File: src/mrb_defs.vh
`ifndef MRB_DEFS_VH
`define MRB_DEFS_VH

// ==========================================================================
// Register addresses.
`define ADDR_BURST_WR       8'h01
`define ADDR_LATENCY_LEV    8'h02
`define ADDR_IO_DRIVE       8'h03
`define ADDR_TEMP_STATUS    8'h04
`define ADDR_MAKER_ID       8'h05
`define ADDR_REV_ONE        8'h06
`define ADDR_REV_TWO        8'h07
`define ADDR_GEOMETRY       8'h08
`define ADDR_TEST_MODE      8'h09
`define ADDR_CAL_CMD        8'h0a
`define ADDR_TERM_CTRL      8'h0b
`define ADDR_BANK_MASK      8'h10
`define ADDR_SEG_MASK       8'h11
`define ADDR_SOFT_RESET     8'h3f

// ==========================================================================
// Reset values of the write-only configuration registers.
`define RST_BURST_WR        8'h03
`define RST_LATENCY_LEV     8'h18
`define RST_IO_DRIVE        8'h02
`define RST_TERM_CTRL       8'h00
`define RST_MASK            8'h00

// ==========================================================================
// Field codes.
`define BURST_LEN_EIGHT     3'h3
`define SOFT_RESET_DATA     8'hfc
`define CAL_INIT            8'hff
`define CAL_LONG            8'hab
`define CAL_SHORT           8'h56
`define CAL_RESET           8'hc3
`define MEM_TYPE_CODE       2'h3
`define DENSITY_CODE        4'h7
`define WIDTH_CODE          2'h0
`define RATE_RESET          3'h3

// ==========================================================================
// Read-back data used for write-only or unused addresses.
`define UNDEF_READ_DATA     8'h00

`endif

File: src/lp_dram_mode_register_bank.v
// Notes on behaviour
// - Burst code must be eight; default eight.
// - Burst order wraps modulo eight, C0 zero.
// - Recovery code plus extend bit give cycles.
// - Recovery count delays precharge after writes.
// - Set A maps latency codes to RL/WL.
// - Set B gives longer write latencies for codes 8h and up.
// - Bit seven enables write leveling.
// - Refresh-rate field reports temperature band.
// - Temperature read clears flag; zero at reset.
// - Flag sets when rate changed since read.
// - Rate bit two means above 85C.
// - Address 05h returns maker code.
// - Address 08h returns type, density, width.
// - Calibration codes start calibration operations.
// - Reserved calibration codes are ignored.
// - Strapped pin forces default calibration.
// - Termination bits select data termination.
// - Bit two keeps termination in power-down.
// - Bank mask blocks self-refresh per bank.
// - Segment mask blocks rows by R[14:12].
// - Write to 3Fh resets the device.
// - Read and write commands use 8-bit address.
// - Unused bits read back as zero.
// - Write-only reads undefined; read-only writes ignored.
`timescale 1ns/100ps
`include "mrb_defs.vh"

module lp_dram_mode_register_bank #(
	parameter [7:0] MAKER_ID = 8'h5a,   // Arbitrary neutral value.
	parameter [7:0] REV_ONE  = 8'h11,   // Arbitrary neutral value.
	parameter [7:0] REV_TWO  = 8'h22    // Arbitrary neutral value.
) (
	input  wire       mclk_i,             // Device clock.
	input  wire       arst_n_i,           // Asynchronous reset, active low.
	input  wire       mrw_i,              // Mode register write command.
	input  wire       mrr_i,              // Mode register read command.
	input  wire [7:0] addr_i,             // Register address.
	input  wire [7:0] wdata_i,            // Write data.
	input  wire [2:0] rate_i,             // Refresh rate from the sensor.
	input  wire       cal_strap_i,        // Calibration pin strapped to supply.
	input  wire [2:0] burst_start_i,      // Column bits C2..C0 of a burst.
	input  wire       burst_load_i,       // Start a burst address sequence.
	output reg  [7:0] rdata_o,            // Read data.
	output reg        rvalid_o,           // Read data valid pulse.
	output reg  [2:0] burst_col_o,        // Current burst column.
	output reg  [4:0] wr_recovery_o,      // Write recovery cycles.
	output reg        wr_recovery_ok_o,   // Recovery code is defined.
	output reg  [4:0] read_latency_o,     // Read latency in cycles.
	output reg  [4:0] write_latency_o,    // Write latency in cycles.
	output reg        latency_ok_o,       // Latency code is defined.
	output reg        wr_level_en_o,      // Write leveling enabled.
	output reg  [3:0] drive_strength_o,   // Drive strength select.
	output reg  [1:0] data_term_o,        // Data termination select.
	output reg        term_in_pd_o,       // Termination kept in power-down.
	output reg  [7:0] bank_mask_o,        // Self-refresh bank mask.
	output reg  [7:0] seg_mask_o,         // Self-refresh segment mask.
	output reg        cal_init_o,         // Initial calibration start pulse.
	output reg        cal_long_o,         // Long calibration start pulse.
	output reg        cal_short_o,        // Short calibration start pulse.
	output reg        cal_reset_o,        // Calibration reset pulse.
	output reg        soft_reset_o,       // Device reset pulse.
	output reg        over_85c_o,         // Die above 85 degrees.
	output reg        temp_limit_o,       // Outside operating temperature.
	output reg        derate_o            // Timing derating required.
);

	// ======================================================================
	// Burst sequencer states, one-hot.
	localparam [1:0] ST_IDLE  = 2'b01;
	localparam [1:0] ST_BURST = 2'b10;

	// ======================================================================
	// Stored fields and internal nets.
	// The vendor test byte is kept only so a write has somewhere to land.

	reg  [7:0] burst_wr_r;
	reg  [7:0] latency_r;
	reg  [7:0] io_drive_r;
	reg  [7:0] term_r;
	reg  [7:0] test_mode_r;
	reg  [2:0] rate_r;
	reg        tuf_r;
	reg  [1:0] state_r;
	reg  [2:0] beat_r;
	reg  [2:0] col_base_r;
	reg  [10:0] lat_nxt;
	wire [4:0] rec_cycles;
	wire       rec_valid;
	wire       wr_cmd;
	wire       rd_temp;

	// ======================================================================
	// Latency decode.
	// Both latency sets share read-latency codes; only write latency moves.
	function [10:0] lat_decode;
		input [3:0] code;
		input       set_b;
		begin
			lat_decode = 11'h000;
			case (code)
				4'h1: lat_decode = {1'b1, 5'd3, 5'd1};
				4'h6: lat_decode = {1'b1, 5'd8, 5'd4};
				4'h7: lat_decode = {1'b1, 5'd9, 5'd5};
				4'h8: lat_decode = {1'b1, 5'd10, set_b ? 5'd8 : 5'd6};
				4'h9: lat_decode = {1'b1, 5'd11, set_b ? 5'd9 : 5'd6};
				4'ha: lat_decode = {1'b1, 5'd12, set_b ? 5'd9 : 5'd6};
				4'hc: lat_decode = {1'b1, 5'd14, set_b ? 5'd11 : 5'd8};
				4'he: lat_decode = {1'b1, 5'd16, set_b ? 5'd13 : 5'd8};
				default: lat_decode = 11'h000;
			endcase
		end
	endfunction

	// ======================================================================
	// Calibration code match.
	// One compare shared by the three start pulses and the reset pulse keeps the decode in one place.
	function cal_hit;
		input [7:0] addr;
		input [7:0] data;
		input [7:0] code;
		begin
			cal_hit = (addr == `ADDR_CAL_CMD) && (data == code);
		end
	endfunction

	// ======================================================================
	// Command qualification.
	// A write collides with a read in the same cycle only by controller fault;
	// the write is taken and the read still answers.
	assign wr_cmd  = mrw_i;
	assign rd_temp = mrr_i && (addr_i == `ADDR_TEMP_STATUS);

	wr_recovery_decode u_wr_dec (
		.code_i   (burst_wr_r[7:5]),
		.extend_i (latency_r[4]),
		.cycles_o (rec_cycles),
		.valid_o  (rec_valid)
	);

	// ======================================================================
	// Configuration registers.
	always @(posedge mclk_i or negedge arst_n_i) begin
		if (!arst_n_i) begin
			burst_wr_r  <= `RST_BURST_WR;
			latency_r   <= `RST_LATENCY_LEV;
			io_drive_r  <= `RST_IO_DRIVE;
			term_r      <= `RST_TERM_CTRL;
			test_mode_r <= 8'h00;
			bank_mask_o <= `RST_MASK;
			seg_mask_o  <= `RST_MASK;
		end else if (wr_cmd && (addr_i == `ADDR_SOFT_RESET)) begin
			burst_wr_r  <= `RST_BURST_WR;
			latency_r   <= `RST_LATENCY_LEV;
			io_drive_r  <= `RST_IO_DRIVE;
			term_r      <= `RST_TERM_CTRL;
			test_mode_r <= 8'h00;
			bank_mask_o <= `RST_MASK;
			seg_mask_o  <= `RST_MASK;
		end else if (wr_cmd) begin
			case (addr_i)
				`ADDR_BURST_WR:    burst_wr_r <= {wdata_i[7:5], 2'b00, `BURST_LEN_EIGHT};
				`ADDR_LATENCY_LEV: latency_r <= {wdata_i[7:6], 1'b0, wdata_i[4:0]};
				`ADDR_IO_DRIVE:    io_drive_r <= {4'h0, wdata_i[3:0]};
				`ADDR_TERM_CTRL:   term_r <= {5'h00, wdata_i[2:0]};
				`ADDR_TEST_MODE:   test_mode_r <= wdata_i;
				`ADDR_BANK_MASK:   bank_mask_o <= wdata_i;
				`ADDR_SEG_MASK:    seg_mask_o <= wdata_i;
				default:           test_mode_r <= test_mode_r;
			endcase
		end
	end

	// ======================================================================
	// Temperature tracking.
	// The set wins over a read clear so a change during the read is kept.
	// The change is judged against the last sampled rate, so the flag and the
	// read-back field move one cycle after the sensor input.
	// A limitation: a change that reverts within one cycle is still flagged.
	always @(posedge mclk_i or negedge arst_n_i) begin
		if (!arst_n_i) begin
			rate_r <= `RATE_RESET;
			tuf_r  <= 1'b0;
		end else begin
			rate_r <= rate_i;
			if (rate_i != rate_r)
				tuf_r <= 1'b1;
			else if (rd_temp)
				tuf_r <= 1'b0;
		end
	end

	// ======================================================================
	// Read path, one cycle after the command.
	always @(posedge mclk_i or negedge arst_n_i) begin
		if (!arst_n_i) begin
			rdata_o  <= 8'h00;
			rvalid_o <= 1'b0;
		end else begin
			rvalid_o <= mrr_i;
			if (mrr_i) begin
				case (addr_i)
					`ADDR_TEMP_STATUS: rdata_o <= {tuf_r, 4'h0, rate_r};
					`ADDR_MAKER_ID:    rdata_o <= MAKER_ID;
					`ADDR_REV_ONE:     rdata_o <= REV_ONE;
					`ADDR_REV_TWO:     rdata_o <= REV_TWO;
					`ADDR_GEOMETRY:    rdata_o <= {`WIDTH_CODE, `DENSITY_CODE, `MEM_TYPE_CODE};
					default:           rdata_o <= `UNDEF_READ_DATA;
				endcase
			end
		end
	end

	// ======================================================================
	// Calibration and reset command pulses.
	always @(posedge mclk_i or negedge arst_n_i) begin
		if (!arst_n_i) begin
			cal_init_o   <= 1'b0;
			cal_long_o   <= 1'b0;
			cal_short_o  <= 1'b0;
			cal_reset_o  <= 1'b0;
			soft_reset_o <= 1'b0;
		end else begin
			soft_reset_o <= wr_cmd && (addr_i == `ADDR_SOFT_RESET);

			// reserved codes ignored
			// Any code not matched below gives no pulse at all.
			cal_init_o  <= wr_cmd && cal_hit(addr_i, wdata_i, `CAL_INIT) && !cal_strap_i;
			cal_long_o  <= wr_cmd && cal_hit(addr_i, wdata_i, `CAL_LONG) && !cal_strap_i;
			cal_short_o <= wr_cmd && cal_hit(addr_i, wdata_i, `CAL_SHORT) && !cal_strap_i;

			// A strapped pin still allows a return to default calibration.
			cal_reset_o <= wr_cmd && cal_hit(addr_i, wdata_i, `CAL_RESET);
		end
	end

	// ======================================================================
	// Decoded configuration outputs, registered so they come from flops.
	// The top bit of the decode marks a defined code; the rest are the latencies.
	always @* begin
		lat_nxt = lat_decode(latency_r[3:0], latency_r[6]);
	end

	// Every decoded field is registered so the outputs come straight from flops,
	// at the cost of one extra cycle after a configuration write.

	always @(posedge mclk_i or negedge arst_n_i) begin
		if (!arst_n_i) begin
			wr_recovery_o    <= 5'h00;
			wr_recovery_ok_o <= 1'b0;
			read_latency_o   <= 5'h00;
			write_latency_o  <= 5'h00;
			latency_ok_o     <= 1'b0;
			wr_level_en_o    <= 1'b0;
			drive_strength_o <= 4'h0;
			data_term_o      <= 2'h0;
			term_in_pd_o     <= 1'b0;
			over_85c_o       <= 1'b0;
			temp_limit_o     <= 1'b0;
			derate_o         <= 1'b0;
		end else begin
			wr_recovery_o    <= rec_cycles;
			wr_recovery_ok_o <= rec_valid;
			read_latency_o   <= lat_nxt[9:5];
			write_latency_o  <= lat_nxt[4:0];
			latency_ok_o     <= lat_nxt[10];

			wr_level_en_o    <= latency_r[7];
			drive_strength_o <= io_drive_r[3:0];

			data_term_o      <= term_r[1:0];
			term_in_pd_o     <= term_r[2];

			// Temperature indications follow the sampled rate, not the raw input.
			// hot indication
			over_85c_o       <= rate_r[2];
			temp_limit_o     <= (rate_r == 3'h0) || (rate_r == 3'h7);
			derate_o         <= (rate_r == 3'h6);
		end
	end

	// ======================================================================
	// Burst column sequencer; C0 is forced to zero and the count wraps at eight.
	// Loads seen while a burst runs are ignored, since bursts cannot be cut.
	// The three-bit sum wraps by itself, so no modulo logic is needed.
	always @(posedge mclk_i or negedge arst_n_i) begin
		if (!arst_n_i) begin
			state_r     <= ST_IDLE;
			beat_r      <= 3'h0;
			col_base_r  <= 3'h0;
			burst_col_o <= 3'h0;
		end else begin
			case (state_r)
				ST_IDLE: begin
					if (burst_load_i) begin
						col_base_r  <= {burst_start_i[2:1], 1'b0};
						burst_col_o <= {burst_start_i[2:1], 1'b0};
						beat_r      <= 3'h1;
						state_r     <= ST_BURST;
					end
				end
				ST_BURST: begin
					burst_col_o <= col_base_r + beat_r;
					beat_r      <= beat_r + 3'h1;
					if (beat_r == 3'h7)
						state_r <= ST_IDLE;
				end
				default: state_r <= ST_IDLE;
			endcase
		end
	end

endmodule

File: src/wr_recovery_decode.v
`timescale 1ns/100ps

// ==========================================================================
// Decoder from the write-recovery code and extend bit to a cycle count.
module wr_recovery_decode (
	input  wire [2:0] code_i,     // Write-recovery code field.
	input  wire       extend_i,   // Extend bit selecting the upper range.
	output reg  [4:0] cycles_o,   // Decoded cycle count, zero when reserved.
	output reg        valid_o     // High when the code is defined.
);

	always @* begin
		cycles_o = 5'h00;
		valid_o  = 1'b1;
		case ({extend_i, code_i})
			4'h1: cycles_o = 5'h03;
			4'h4: cycles_o = 5'h06;
			4'h6: cycles_o = 5'h08;
			4'h7: cycles_o = 5'h09;
			4'h8: cycles_o = 5'h0a;
			4'h9: cycles_o = 5'h0b;
			4'ha: cycles_o = 5'h0c;
			4'hc: cycles_o = 5'h0e;
			4'he: cycles_o = 5'h10;
			default: valid_o = 1'b0;
		endcase
	end

endmodule

File: config.mk
export PLATFORM = sky130hd
export DESIGN_NAME = lp_dram_mode_register_bank
export DESIGN_NICKNAME = d
export VERILOG_FILES = /design/src/lp_dram_mode_register_bank.v /design/src/wr_recovery_decode.v
export VERILOG_INCLUDE_DIRS = /design/src
export SDC_FILE = /design/constraint.sdc
export NUM_CORES = 1
export LEC_CHECK = 0
export BUFFER_PORTS_ARGS = -buffer_cell sky130_fd_sc_hd__buf_2
export CORE_MARGIN = 8
export CORE_UTILIZATION = 25
export DETAILED_ROUTE_END_ITERATION = 6
export PLACE_DENSITY = 0.41
export SLEW_MARGIN = 5
export SYNTH_ARGS = -nofsm -noshare
export SYNTH_HDL_FRONTEND = slang
export SYNTH_SLANG_ARGS = --single-unit
File: constraint.sdc
create_clock -name mclk_i -period 4.65 [get_ports mclk_i]
set_clock_uncertainty 0.05 [all_clocks]
set_input_delay 0.2325 -clock mclk_i [delete_from_list [all_inputs] [get_ports mclk_i]]
set_output_delay 0.2325 -clock mclk_i [all_outputs]
set_load 0.01 [all_outputs]
[Word-level counts from Yosys, hierarchy flattened]
Index checks and enable logic that the tools add are counted.
Operators by class
  add/subtract/negate cells: 2
  multiplexer cells: 35
  reduce and logical (&&, ||, !) cells: 35
  eq/ne operators: 42
Operators with widths (count)
  8-bit two-way mux: 12
  11-bit one-hot mux with 8 select lines: 1
  5-bit one-hot mux with 9 select lines: 1
  4-bit equality test, second input constant: 10
  8-bit one-hot mux with 5 select lines: 1
  8-bit by 3-bit equality test with 1-bit output, second input constant: 4
  8-bit by 4-bit equality test with 1-bit output, second input constant: 3
  8-bit equality test, second input constant: 3
  4-bit by 3-bit equality test with 1-bit output, second input constant: 5
  4-bit two-way mux: 5
  3-bit two-way mux: 6
  2-bit AND reduction: 9
  2-bit nonzero test: 9
  8-bit by 2-bit equality test with 1-bit output, second input constant: 2
  8-bit by 5-bit equality test with 1-bit output, second input constant: 2
  1-bit logical AND: 13
  3-bit one-hot mux with 2 select lines: 2
  3-bit equality test, second input constant: 3
  9-bit OR reduction: 1
  4-bit by 1-bit equality test with 1-bit output, second input constant: 2
  8-bit by 1-bit equality test with 1-bit output, second input constant: 1
  8-bit by 6-bit equality test with 1-bit output, second input constant: 1
  8-bit by 7-bit equality test with 1-bit output, second input constant: 1
  2-bit two-way mux: 3
  other kinds (11): 14
Storage, ports and cells
  output and inout port bits: 61
  register bits after elaboration: 95
  word-level logic and storage cells: 145

[Logic depth before layout (Yosys ltp)]
Gate-level depths: netlist of the first run.
  word-level depth: 4
  depth in mapped cells: 6
  mapped depth without buffers: 5

[Hierarchy]
A second synthesis of the first run with hierarchy kept.
Second synthesis, totals
  cell total of the unflattened synthesis: 318
  area, all modules: 3744.8 sq um
Modules (own cells, without submodules)
  lp_dram_mode_register_bank: times used 1, area an instance 3634.7 sq um, cells an instance 303
  wr_recovery_decode: times used 1, area an instance 110.1 sq um, cells an instance 15

[Worst setup path before layout of the first run]
No wires, ideal clock.
  path kind: input to register
  start: input port addr_i[4]
  end: register io_drive_r[0]
  setup time: 0.122 ns
  cell stages on the path: 4
  path slack: 3.083 ns
  arrival time: 1.396 ns
  path through: or4_4 > nor3_2 > o21ai_1 > a32o_1
Between the ends
  longest elaborated chain between the ends: 4
  elaborated cells between the ends (all ways): 7
RTL lines
  start, declared: RTL line lp_dram_mode_register_bank.v:38  | input wire [7:0] addr_i,
  8-bit by 6-bit equality test with 1-bit output (no line)
  1-bit logical AND: RTL line lp_dram_mode_register_bank.v:152  | end else if (wr_cmd && (addr_i == `ADDR_SOFT_RESET)) begin
  2-bit nonzero test (no line)
  2-bit AND reduction (no line)
  end signal, assigned: RTL line lp_dram_mode_register_bank.v:147  | io_drive_r <= `RST_IO_DRIVE;
  end signal, assigned: RTL line lp_dram_mode_register_bank.v:155  | io_drive_r <= `RST_IO_DRIVE;
  end signal, assigned: RTL line lp_dram_mode_register_bank.v:164  | `ADDR_IO_DRIVE: io_drive_r <= {4'h0, wdata_i[3:0]};
  end, declared: RTL line lp_dram_mode_register_bank.v:79  | reg [7:0] io_drive_r;
Parallel ways exist; a longest one is shown, timed or not.
A chain may end at the register's enable or synchronous reset.

[Worst setup path after layout of the first run]
  start: input port mrw_i
  end: register seg_mask_o[6]
Between the ends
  longest elaborated chain between the ends: 3
  elaborated cells between the ends (all ways): 5
RTL lines
  start, declared: RTL line lp_dram_mode_register_bank.v:36  | input wire mrw_i,
  1-bit logical AND: RTL line lp_dram_mode_register_bank.v:152
  2-bit nonzero test (no line)
  2-bit AND reduction (no line)
  end signal, assigned: RTL line lp_dram_mode_register_bank.v:151  | seg_mask_o <= `RST_MASK;
  end signal, assigned: RTL line lp_dram_mode_register_bank.v:159  | seg_mask_o <= `RST_MASK;
  end signal, assigned: RTL line lp_dram_mode_register_bank.v:168  | `ADDR_SEG_MASK: seg_mask_o <= wdata_i;
  end, declared: RTL line lp_dram_mode_register_bank.v:57  | output reg [7:0] seg_mask_o,
Parallel ways exist; a longest one is shown, timed or not.

==> metrics.log, run 1 <==
[metrics] status: completed
[metrics] share of total power consumed by net switching: 27.17%
[metrics] final critical-path required period: 2.041 ns
[metrics] count of clock tree sinks: 88
[metrics] fraction of final layout cells sized beyond drive strength 1: 28.54%
[metrics] mean cell area of the mapped netlist: 11.17 um^2
[metrics] worst hold path depth: 1
[metrics] share of the clock period used by the worst path after layout: 43.89%
[metrics] remaining antenna violation count after routing: 0
[metrics] Post-synth EDFFs: 0
[metrics] Resized Gates After CTS: 0
[metrics] aggregate negative setup slack: 0 ns
[metrics] die width: 137.6 um
[metrics] number of hold violations in the final report: 0
[metrics] total standard cell area after synthesis: 0.003697 mm^2
[metrics] final wirelength: 10110 um
[metrics] WL/cell: 16.83 um
[metrics] proportion of power drawn by combinational gates: 16.2%
[metrics] proportion of power drawn by the clock network: 36.1%
[metrics] slew of the pin with the lowest slew margin: 0.6267 ns
[metrics] post-synthesis register bit count: 88
[metrics] normalized max-slew margin: 57.91%
[metrics] port buffer count: 86
[metrics] arrival time worst endpoint: 2.21 ns
[metrics] Diodes inserted: 0
[metrics] post-CTS repair timing setup buffer count: 0
[metrics] worst IR drop on VDD: 0.1551 mV
[metrics] number of different library cells in the post-synthesis netlist: 56
[metrics] sequential cell fraction of total power: 47.7%
[metrics] final weighted congestion of routability-driven global placement: 0.7314
[metrics] starting DRC count in detailed routing: 172
[metrics] depth of the CTS H-tree: 3
[metrics] number of maximum-capacitance constraint violations: 0
[metrics] overall die height: 137.6 um
[metrics] via count: 2812
[metrics] synthesis-to-layout area growth: 24.53%
[metrics] commonest register cell after synthesis: dfrtp_1
[metrics] Post-synth ARST share: 100.0%
[metrics] total congestion overflow after global routing: 0
[metrics] Post-Syn Nets: 362
[metrics] number of top-level pins: 89
[metrics] net switching power: 0.5252 mW
[metrics] CTS tree: built
[metrics] sequential area share after synthesis: 59.76%
[metrics] number of core rows: 44
[metrics] Post-Synthesis Cells: 331
[metrics] final-report setup violation count: 0
[metrics] WS Path Type: input pin to register
[metrics] P per Cell Area: 419.9 mW/mm^2
[metrics] Crit path required time: 4.82 ns
[metrics] source-to-sink clock delay at the later pin of the worst-skew pair: 0.33 ns
[metrics] number of global-route vias before repair: 2887
[metrics] final net count: 443
[metrics] Crit Path Max Fanout: 15
[metrics] detail-routed via count per cell: 4.679
[metrics] count of pins over their slew limit: 0
[metrics] r2r setup slk: 3.11 ns
[metrics] P_leak: 2.169 nW
[metrics] drt drc: 0
[metrics] Starting Density: 25.54%
[metrics] Tightest Hold Check Type: input pin to register
[metrics] Die ar.: 0.01894 mm^2
[metrics] cell-internal power: 1.408 mW
[metrics] worst slack on hold paths: 0.02344 ns
[metrics] Cell Area, Placed: 0.004282 mm^2
[metrics] Clock Tree Buf Depth: 2
[metrics] clock slew at reported path FFs: 0.06 ns
[metrics] Root Driver: clkbuf_16
[metrics] setup repair after global routing missed its margin: no
[metrics] pin count of the biggest net entering global routing: 50
[metrics] number of optimization iterations in the first detailed-route pass: 4
[metrics] first-pass GRT wire length: 16090 um
[metrics] Setup crit end kind: register
[metrics] Num CTS Buffers: 9
[metrics] depth of the most critical reg-to-reg path: 3
[metrics] HPWL after DPL: 7445 um
[metrics] count of warnings emitted by yosys: 0
[metrics] antenna violations before repair: 2
[metrics] GRT Total Usage: 11.04%
[metrics] final instance area: 0.004604 mm^2
[metrics] fmax: 489.9 MHz
[metrics] total core area: 0.01448 mm^2
[metrics] CP Launch Type: input pin
[registers in the layout, indices dropped and copies added, names as in the netlist, 2 cells and up]
name,flops
read_latency_o,5
drive_strength_o,4
col_base_r,2
rate_r,3
burst_col_o,3
burst_wr_r,3
wr_recovery_o,5
write_latency_o,4
io_drive_r,4
latency_r,7
bank_mask_o,8
data_term_o,2
rdata_o,8
term_r,3
state_r,2
beat_r,3
seg_mask_o,8
[final cells by class]
class | count | area, um^2
Fill cell | 1507 | 9874
Sequential cell | 88 | 2210
Multi-Input combinational cell | 208 | 1349
Timing Repair Buffer | 91 | 480.5
Clock buffer | 13 | 240.2
Tap cell | 184 | 230.2
Inverter | 14 | 52.55
Clock inverter | 3 | 42.54
[cells in the final DEF, fill, tap and decap left out, drive strengths merged, types with 5 or more instances in the layout]
cell type,netlist,layout
nor2,26,26
xnor2,6,6
nand2,24,24
a32o,7,7
a21oi,18,18
o22ai,6,6
nor3,11,11
o2bb2ai,5,5
clkbuf,17,13
buf,4,87
nand3,11,11
inv,14,14
o21ai,18,18
a22o,17,17
dfrtp,82,82
dfstp,6,6
[stage by stage]
stage | power [mW] | std cells | setup slack [ns] | utilization (%)
5_1_grt | 2.047 | 601 | 2.371 | 31.80
3_5_place_dp | 1.254 | 581 | 2.230 | 29.57
4_1_cts | 1.970 | 601 | 2.591 | 31.80
2_1_floorplan | 1.121 | 331 | 3.083 | -
3_3_place_gp | 1.246 | 581 | 2.272 | 29.57
6_report | 1.933 | 601 | 2.609 | 31.80
[worst max-delay path, cell delays in order]
cell	delay (ns)
buf_2	0.23
and4_1	0.35
nand4_1	0.44
inv_1	0.38
o21ai_1	0.27
a22o_1	0.30
[power groups by stage]
stage / combinational (mW) / clock [mW] / sequential (mW)
2_1_floorplan: 0.198 / 0 / 0.923
3_3_place_gp: 0.311 / 0 / 0.935
3_5_place_dp: 0.317 / 0 / 0.937
4_1_cts: 0.320 / 0.726 / 0.924
5_1_grt: 0.356 / 0.755 / 0.936
6_report: 0.314 / 0.698 / 0.922
[synthesized netlist by cell type, types with 2 or more instances]
cell type  instances  area share, %
inv_1             14            1.4
nor2_1            26            2.6
o22ai_1            6            1.0
nor3_1             8            1.1
a2bb2oi_1          3           0.71
or4_4              2           0.61
nor3_2             3           0.81
xnor2_1            6            1.4
nor4_2             2           0.68
mux2i_1            2           0.54
ha_1               3            1.0
nand4_1            4           0.68
o21ai_1            9            1.2
buf_2              3           0.41
dfstp_2            6            4.3
mux2_2             3           0.91
nand3_1           10            1.4
a21oi_1           18            2.4
o21ai_0            9            1.2
nor2b_1            4           0.68
nand2b_1           4           0.68
and2_1             3           0.51
dfrtp_1           82             55
a211oi_1           2           0.41
nand2_1           23            2.3
a22o_1            17            4.0
o21a_1             4           0.81
clkbuf_1          17            1.7
o2bb2ai_1          5            1.2
a32o_1             7            1.9
[path summary, 6_finish.rpt]
kind,from,end
max,mrw_i,seg_mask_o[6]$_DFFE_PN0P_
min in group asynchronous,arst_n_i,read_latency_o[3]$_DFF_PN0_
max in group asynchronous,arst_n_i,rate_r[1]$_DFF_PN1_
max reg2reg,state_r[0]$_DFFE_PN1P_,col_base_r[1]$_DFFE_PN0P_
min reg2reg,term_r[0]$_DFFE_PN0P_,data_term_o[0]$_DFF_PN0_
min,mrr_i,rvalid_o$_DFF_PN0_
[layer usage]
metal,up-vias,global-route usage (%),part of all wire [%]
met5,-,0,0.23
met4,4,3.862,1.8
met2,79,16.35,44
met3,17,5.215,9.5
li1,1347,-,-
met1,1365,13.73,44
[cell families (layout without fill, tap and decap cells)]
group | count (synthesis) | in the layout | synth area share (%)
multiplexers | 5 | 5 | 1.455
buffers and inverters | 35 | 121 | 3.756
XOR/XNOR | 6 | 6 | 1.421
other | 1 | 1 | 0.1014
AO/OA/AOI/OAI | 88 | 88 | 16.72
adder cells (fa/ha/maj) | 4 | 4 | 1.286
AND/OR/NAND/NOR | 104 | 104 | 15.50
flip-flops | 88 | 88 | 59.76
[what timing repair did]
action                                  CTS  global route
endpoints found under the setup margin    0             0
hold endpoints to repair                 47             0
hold buffers                              4             0
(Power assumes the default switching activity.)
==> inputs of run 2 (changes only) <==
--- a/config.mk
+++ b/config.mk
@@ -10,7 +10,7 @@
 export CORE_MARGIN = 8
 export CORE_UTILIZATION = 25
 export DETAILED_ROUTE_END_ITERATION = 6
-export PLACE_DENSITY = 0.41
+export PLACE_DENSITY = 0.43
 export SLEW_MARGIN = 5
 export SYNTH_ARGS = -nofsm -noshare
 export SYNTH_HDL_FRONTEND = slang
==> constraint.sdc (replaced) <==
create_clock -name mclk_i -period 1.6 [get_ports mclk_i]
set_clock_uncertainty 0.05 [all_clocks]
set_input_delay 0.08 -clock mclk_i [delete_from_list [all_inputs] [get_ports mclk_i]]
set_output_delay 0.08 -clock mclk_i [all_outputs]
set_load 0.01 [all_outputs]
==> metrics.log, run 2 (synthesis results as in run 1) <==
[metrics] die width: 137.6 um (unchanged)
[metrics] Diodes inserted: 0 (unchanged)
[metrics] pin count of the biggest net entering global routing: 28 (was 50)
[metrics] Num CTS Buffers: 9 (unchanged)
[metrics] overall die height: 137.6 um (unchanged)
[metrics] remaining antenna violation count after routing: 0 (unchanged)
[metrics] Clock Tree Buf Depth: 2 (unchanged)
[metrics] slew of the pin with the lowest slew margin: 0.5375 ns (was 0.6267 ns)
[metrics] final instance area: 0.004912 mm^2 (was 0.004604 mm^2)
[metrics] WL/cell: 16.47 um (was 16.83 um)
[metrics] fmax: 744.9 MHz
[metrics] detail-routed via count per cell: 4.564 (was 4.679)
[metrics] WS Path Type: input pin to register (unchanged)
[metrics] worst slack on hold paths: 0.007844 ns (was 0.02344 ns)
[metrics] Tightest Hold Check Type: input pin to register (unchanged)
[metrics] CP Launch Type: input pin (unchanged)
[metrics] number of global-route vias before repair: 3081 (was 2887)
[metrics] utilization of the core after routing: 33.93% (was 31.80%)
[metrics] Crit Path Max Fanout: 8 (was 15)
[metrics] normalized max-slew margin: 63.92% (was 57.91%)
[metrics] starting DRC count in detailed routing: 151 (was 172)
[metrics] antenna violations before repair: 0 (was 2)
[metrics] Setup crit end kind: register (unchanged)
[metrics] first-pass GRT wire length: 16960 um (was 16090 um)
[metrics] final weighted congestion of routability-driven global placement: 0.8094 (was 0.7314)
[metrics] count of pins over their slew limit: 0 (unchanged)
[metrics] final critical-path required period: 1.342 ns
[metrics] number of maximum-capacitance constraint violations: 0 (unchanged)
[metrics] Reg area: 0.002210 mm^2 (unchanged)
[metrics] Cell Area, Placed: 0.004494 mm^2 (was 0.004282 mm^2)
[metrics] P_leak: 2.345 nW (was 2.169 nW)
[metrics] final wirelength: 10390 um (was 10110 um)
[metrics] number of optimization iterations in the first detailed-route pass: 4 (unchanged)
[metrics] final setup margin: 0.2576 ns (was 2.609 ns)
[metrics] total core area: 0.01448 mm^2 (unchanged)
[metrics] post-CTS repair timing setup buffer count: 0 (unchanged)
[metrics] drt drc: 0 (unchanged)
[metrics] clock slew at reported path FFs: 0.07 ns (was 0.06 ns)
[metrics] count of clock tree sinks: 88 (unchanged)
[metrics] total congestion overflow after global routing: 0 (unchanged)
[metrics] commonest non-fill, non-tap cell in the layout: buf_2 (unchanged)
[metrics] synthesis-to-layout area growth: 32.86% (was 24.53%)
[metrics] area used by multi-input combinational logic: 0.001349 mm^2 (unchanged)
[metrics] setup repair after global routing missed its margin: no (unchanged)
[metrics] Die ar.: 0.01894 mm^2 (unchanged)
[metrics] HPWL after DPL: 7825 um (was 7445 um)
[metrics] share of the clock period used by the worst path after layout: 83.90%
[metrics] top flop regs: bank_mask_o x8, rdata_o x8, seg_mask_o x8 (unchanged)
[metrics] final-report setup violation count: 0 (unchanged)
[metrics] highest-count cells in the layout ignoring fill and taps: buf_2, dfrtp_1, nor2_1, buf_4, nand2_1 (was buf_2, dfrtp_1, nor2_1, nand2_1, a21oi_1)
[metrics] number of hold violations in the final report: 0 (unchanged)
[metrics] source-to-sink clock delay at the later pin of the worst-skew pair: 0.34 ns (was 0.33 ns)
[metrics] depth of the CTS H-tree: 3 (unchanged)
[metrics] P per Cell Area: 1214 mW/mm^2 (was 419.9 mW/mm^2)
[metrics] worst IR drop on VDD: 0.6598 mV (was 0.1551 mV)
[metrics] number of core rows: 44 (unchanged)
[metrics] status: completed (unchanged)
[metrics] Fillers: 1486 (was 1507)
[metrics] number of top-level pins: 89 (unchanged)
[metrics] fraction of final layout cells sized beyond drive strength 1: 33.11% (was 28.54%)
[metrics] Root Driver: clkbuf_16 (unchanged)
[metrics] pre-CTS setup slack: -0.1139 ns (was 2.230 ns)
[metrics] GRT Total Usage: 11.56% (was 11.04%)
[metrics] via count: 2880 (was 2812)
[metrics] Crit path required time: 1.78 ns (was 4.82 ns)
[metrics] CTS tree: built (unchanged)
[metrics] arrival time worst endpoint: 1.52 ns (was 2.21 ns)
[metrics] final net count: 473 (was 443)
[metrics] port buffer count: 86 (unchanged)
[metrics] Starting Density: 25.54% (unchanged)
-- run 2: cell types whose count changed in the layout (fill, tap and decap cells not counted), sizes merged --
cell,previous run,this run
buf,87,112
dlygate4sd3,4,9
clkbuf,13,9
inv,14,16
bufinv,1,2
clkinv,1,2
-- run 2: per-layer routing --
metal  wire [um]  global-route usage [%]
met5           0                       0
met4         109                   3.380
met3         750                   4.158
met2        4614                   17.53
met1        4918                   15.08
-- run 2: stage by stage --
step	std cells	TNS (ns)	power, mW
3_3_place_gp	606	-1.203	3.690
4_1_cts	631	0	6.059
5_1_grt	631	0	6.315
3_5_place_dp	606	-1.742	3.701
2_1_floorplan	331	0	3.256
6_report	631	0	5.964
-- run 2: worst paths after layout --
path                       slack (ns)                           to  cells after the start                      from
min                             0.008        term_r[1]$_DFFE_PN0P_                      2                 addr_i[2]
max in group asynchronous        0.73    io_drive_r[1]$_DFFE_PN1P_                      3                  arst_n_i
min in group asynchronous        0.16  read_latency_o[4]$_DFF_PN0_                      2                  arst_n_i
min reg2reg                      0.33      wr_level_en_o$_DFF_PN0_                      0  latency_r[7]$_DFFE_PN0P_
max                              0.26    seg_mask_o[4]$_DFFE_PN0P_                      5                 addr_i[7]
max reg2reg                      0.26    col_base_r[2]$_DFFE_PN0P_                      3    state_r[0]$_DFFE_PN1P_
-- run 2: cell type report --
| cell class | instances | area share (%) |
|---|---|---|
| Tap cell | 184 | 4.687 |
| Sequential cell | 88 | 44.98 |
| Clock buffer | 9 | 4.585 |
| Clock inverter | 7 | 2.089 |
| Timing Repair Buffer | 121 | 15.13 |
| Multi-Input combinational cell | 208 | 27.46 |
| Inverter | 14 | 1.070 |
-- run 2: critical path, stage by stage --
cell     delay [ns]
buf_2          0.12
or4b_1         0.61
nor3_2         0.22
o21ai_1        0.20
a22o_1         0.29
-- run 2: power breakdown --
group,internal [mW],switching (mW)
clock network,1.39,0.922
registers,2.47,0.193
logic,0.470,0.523
total,4.33,1.64
-- run 2: what timing repair did --
action / CTS / global route
resized for setup: 0 / 0
hold buffers: 9 / 0
endpoints found under the hold margin: 84 / 0
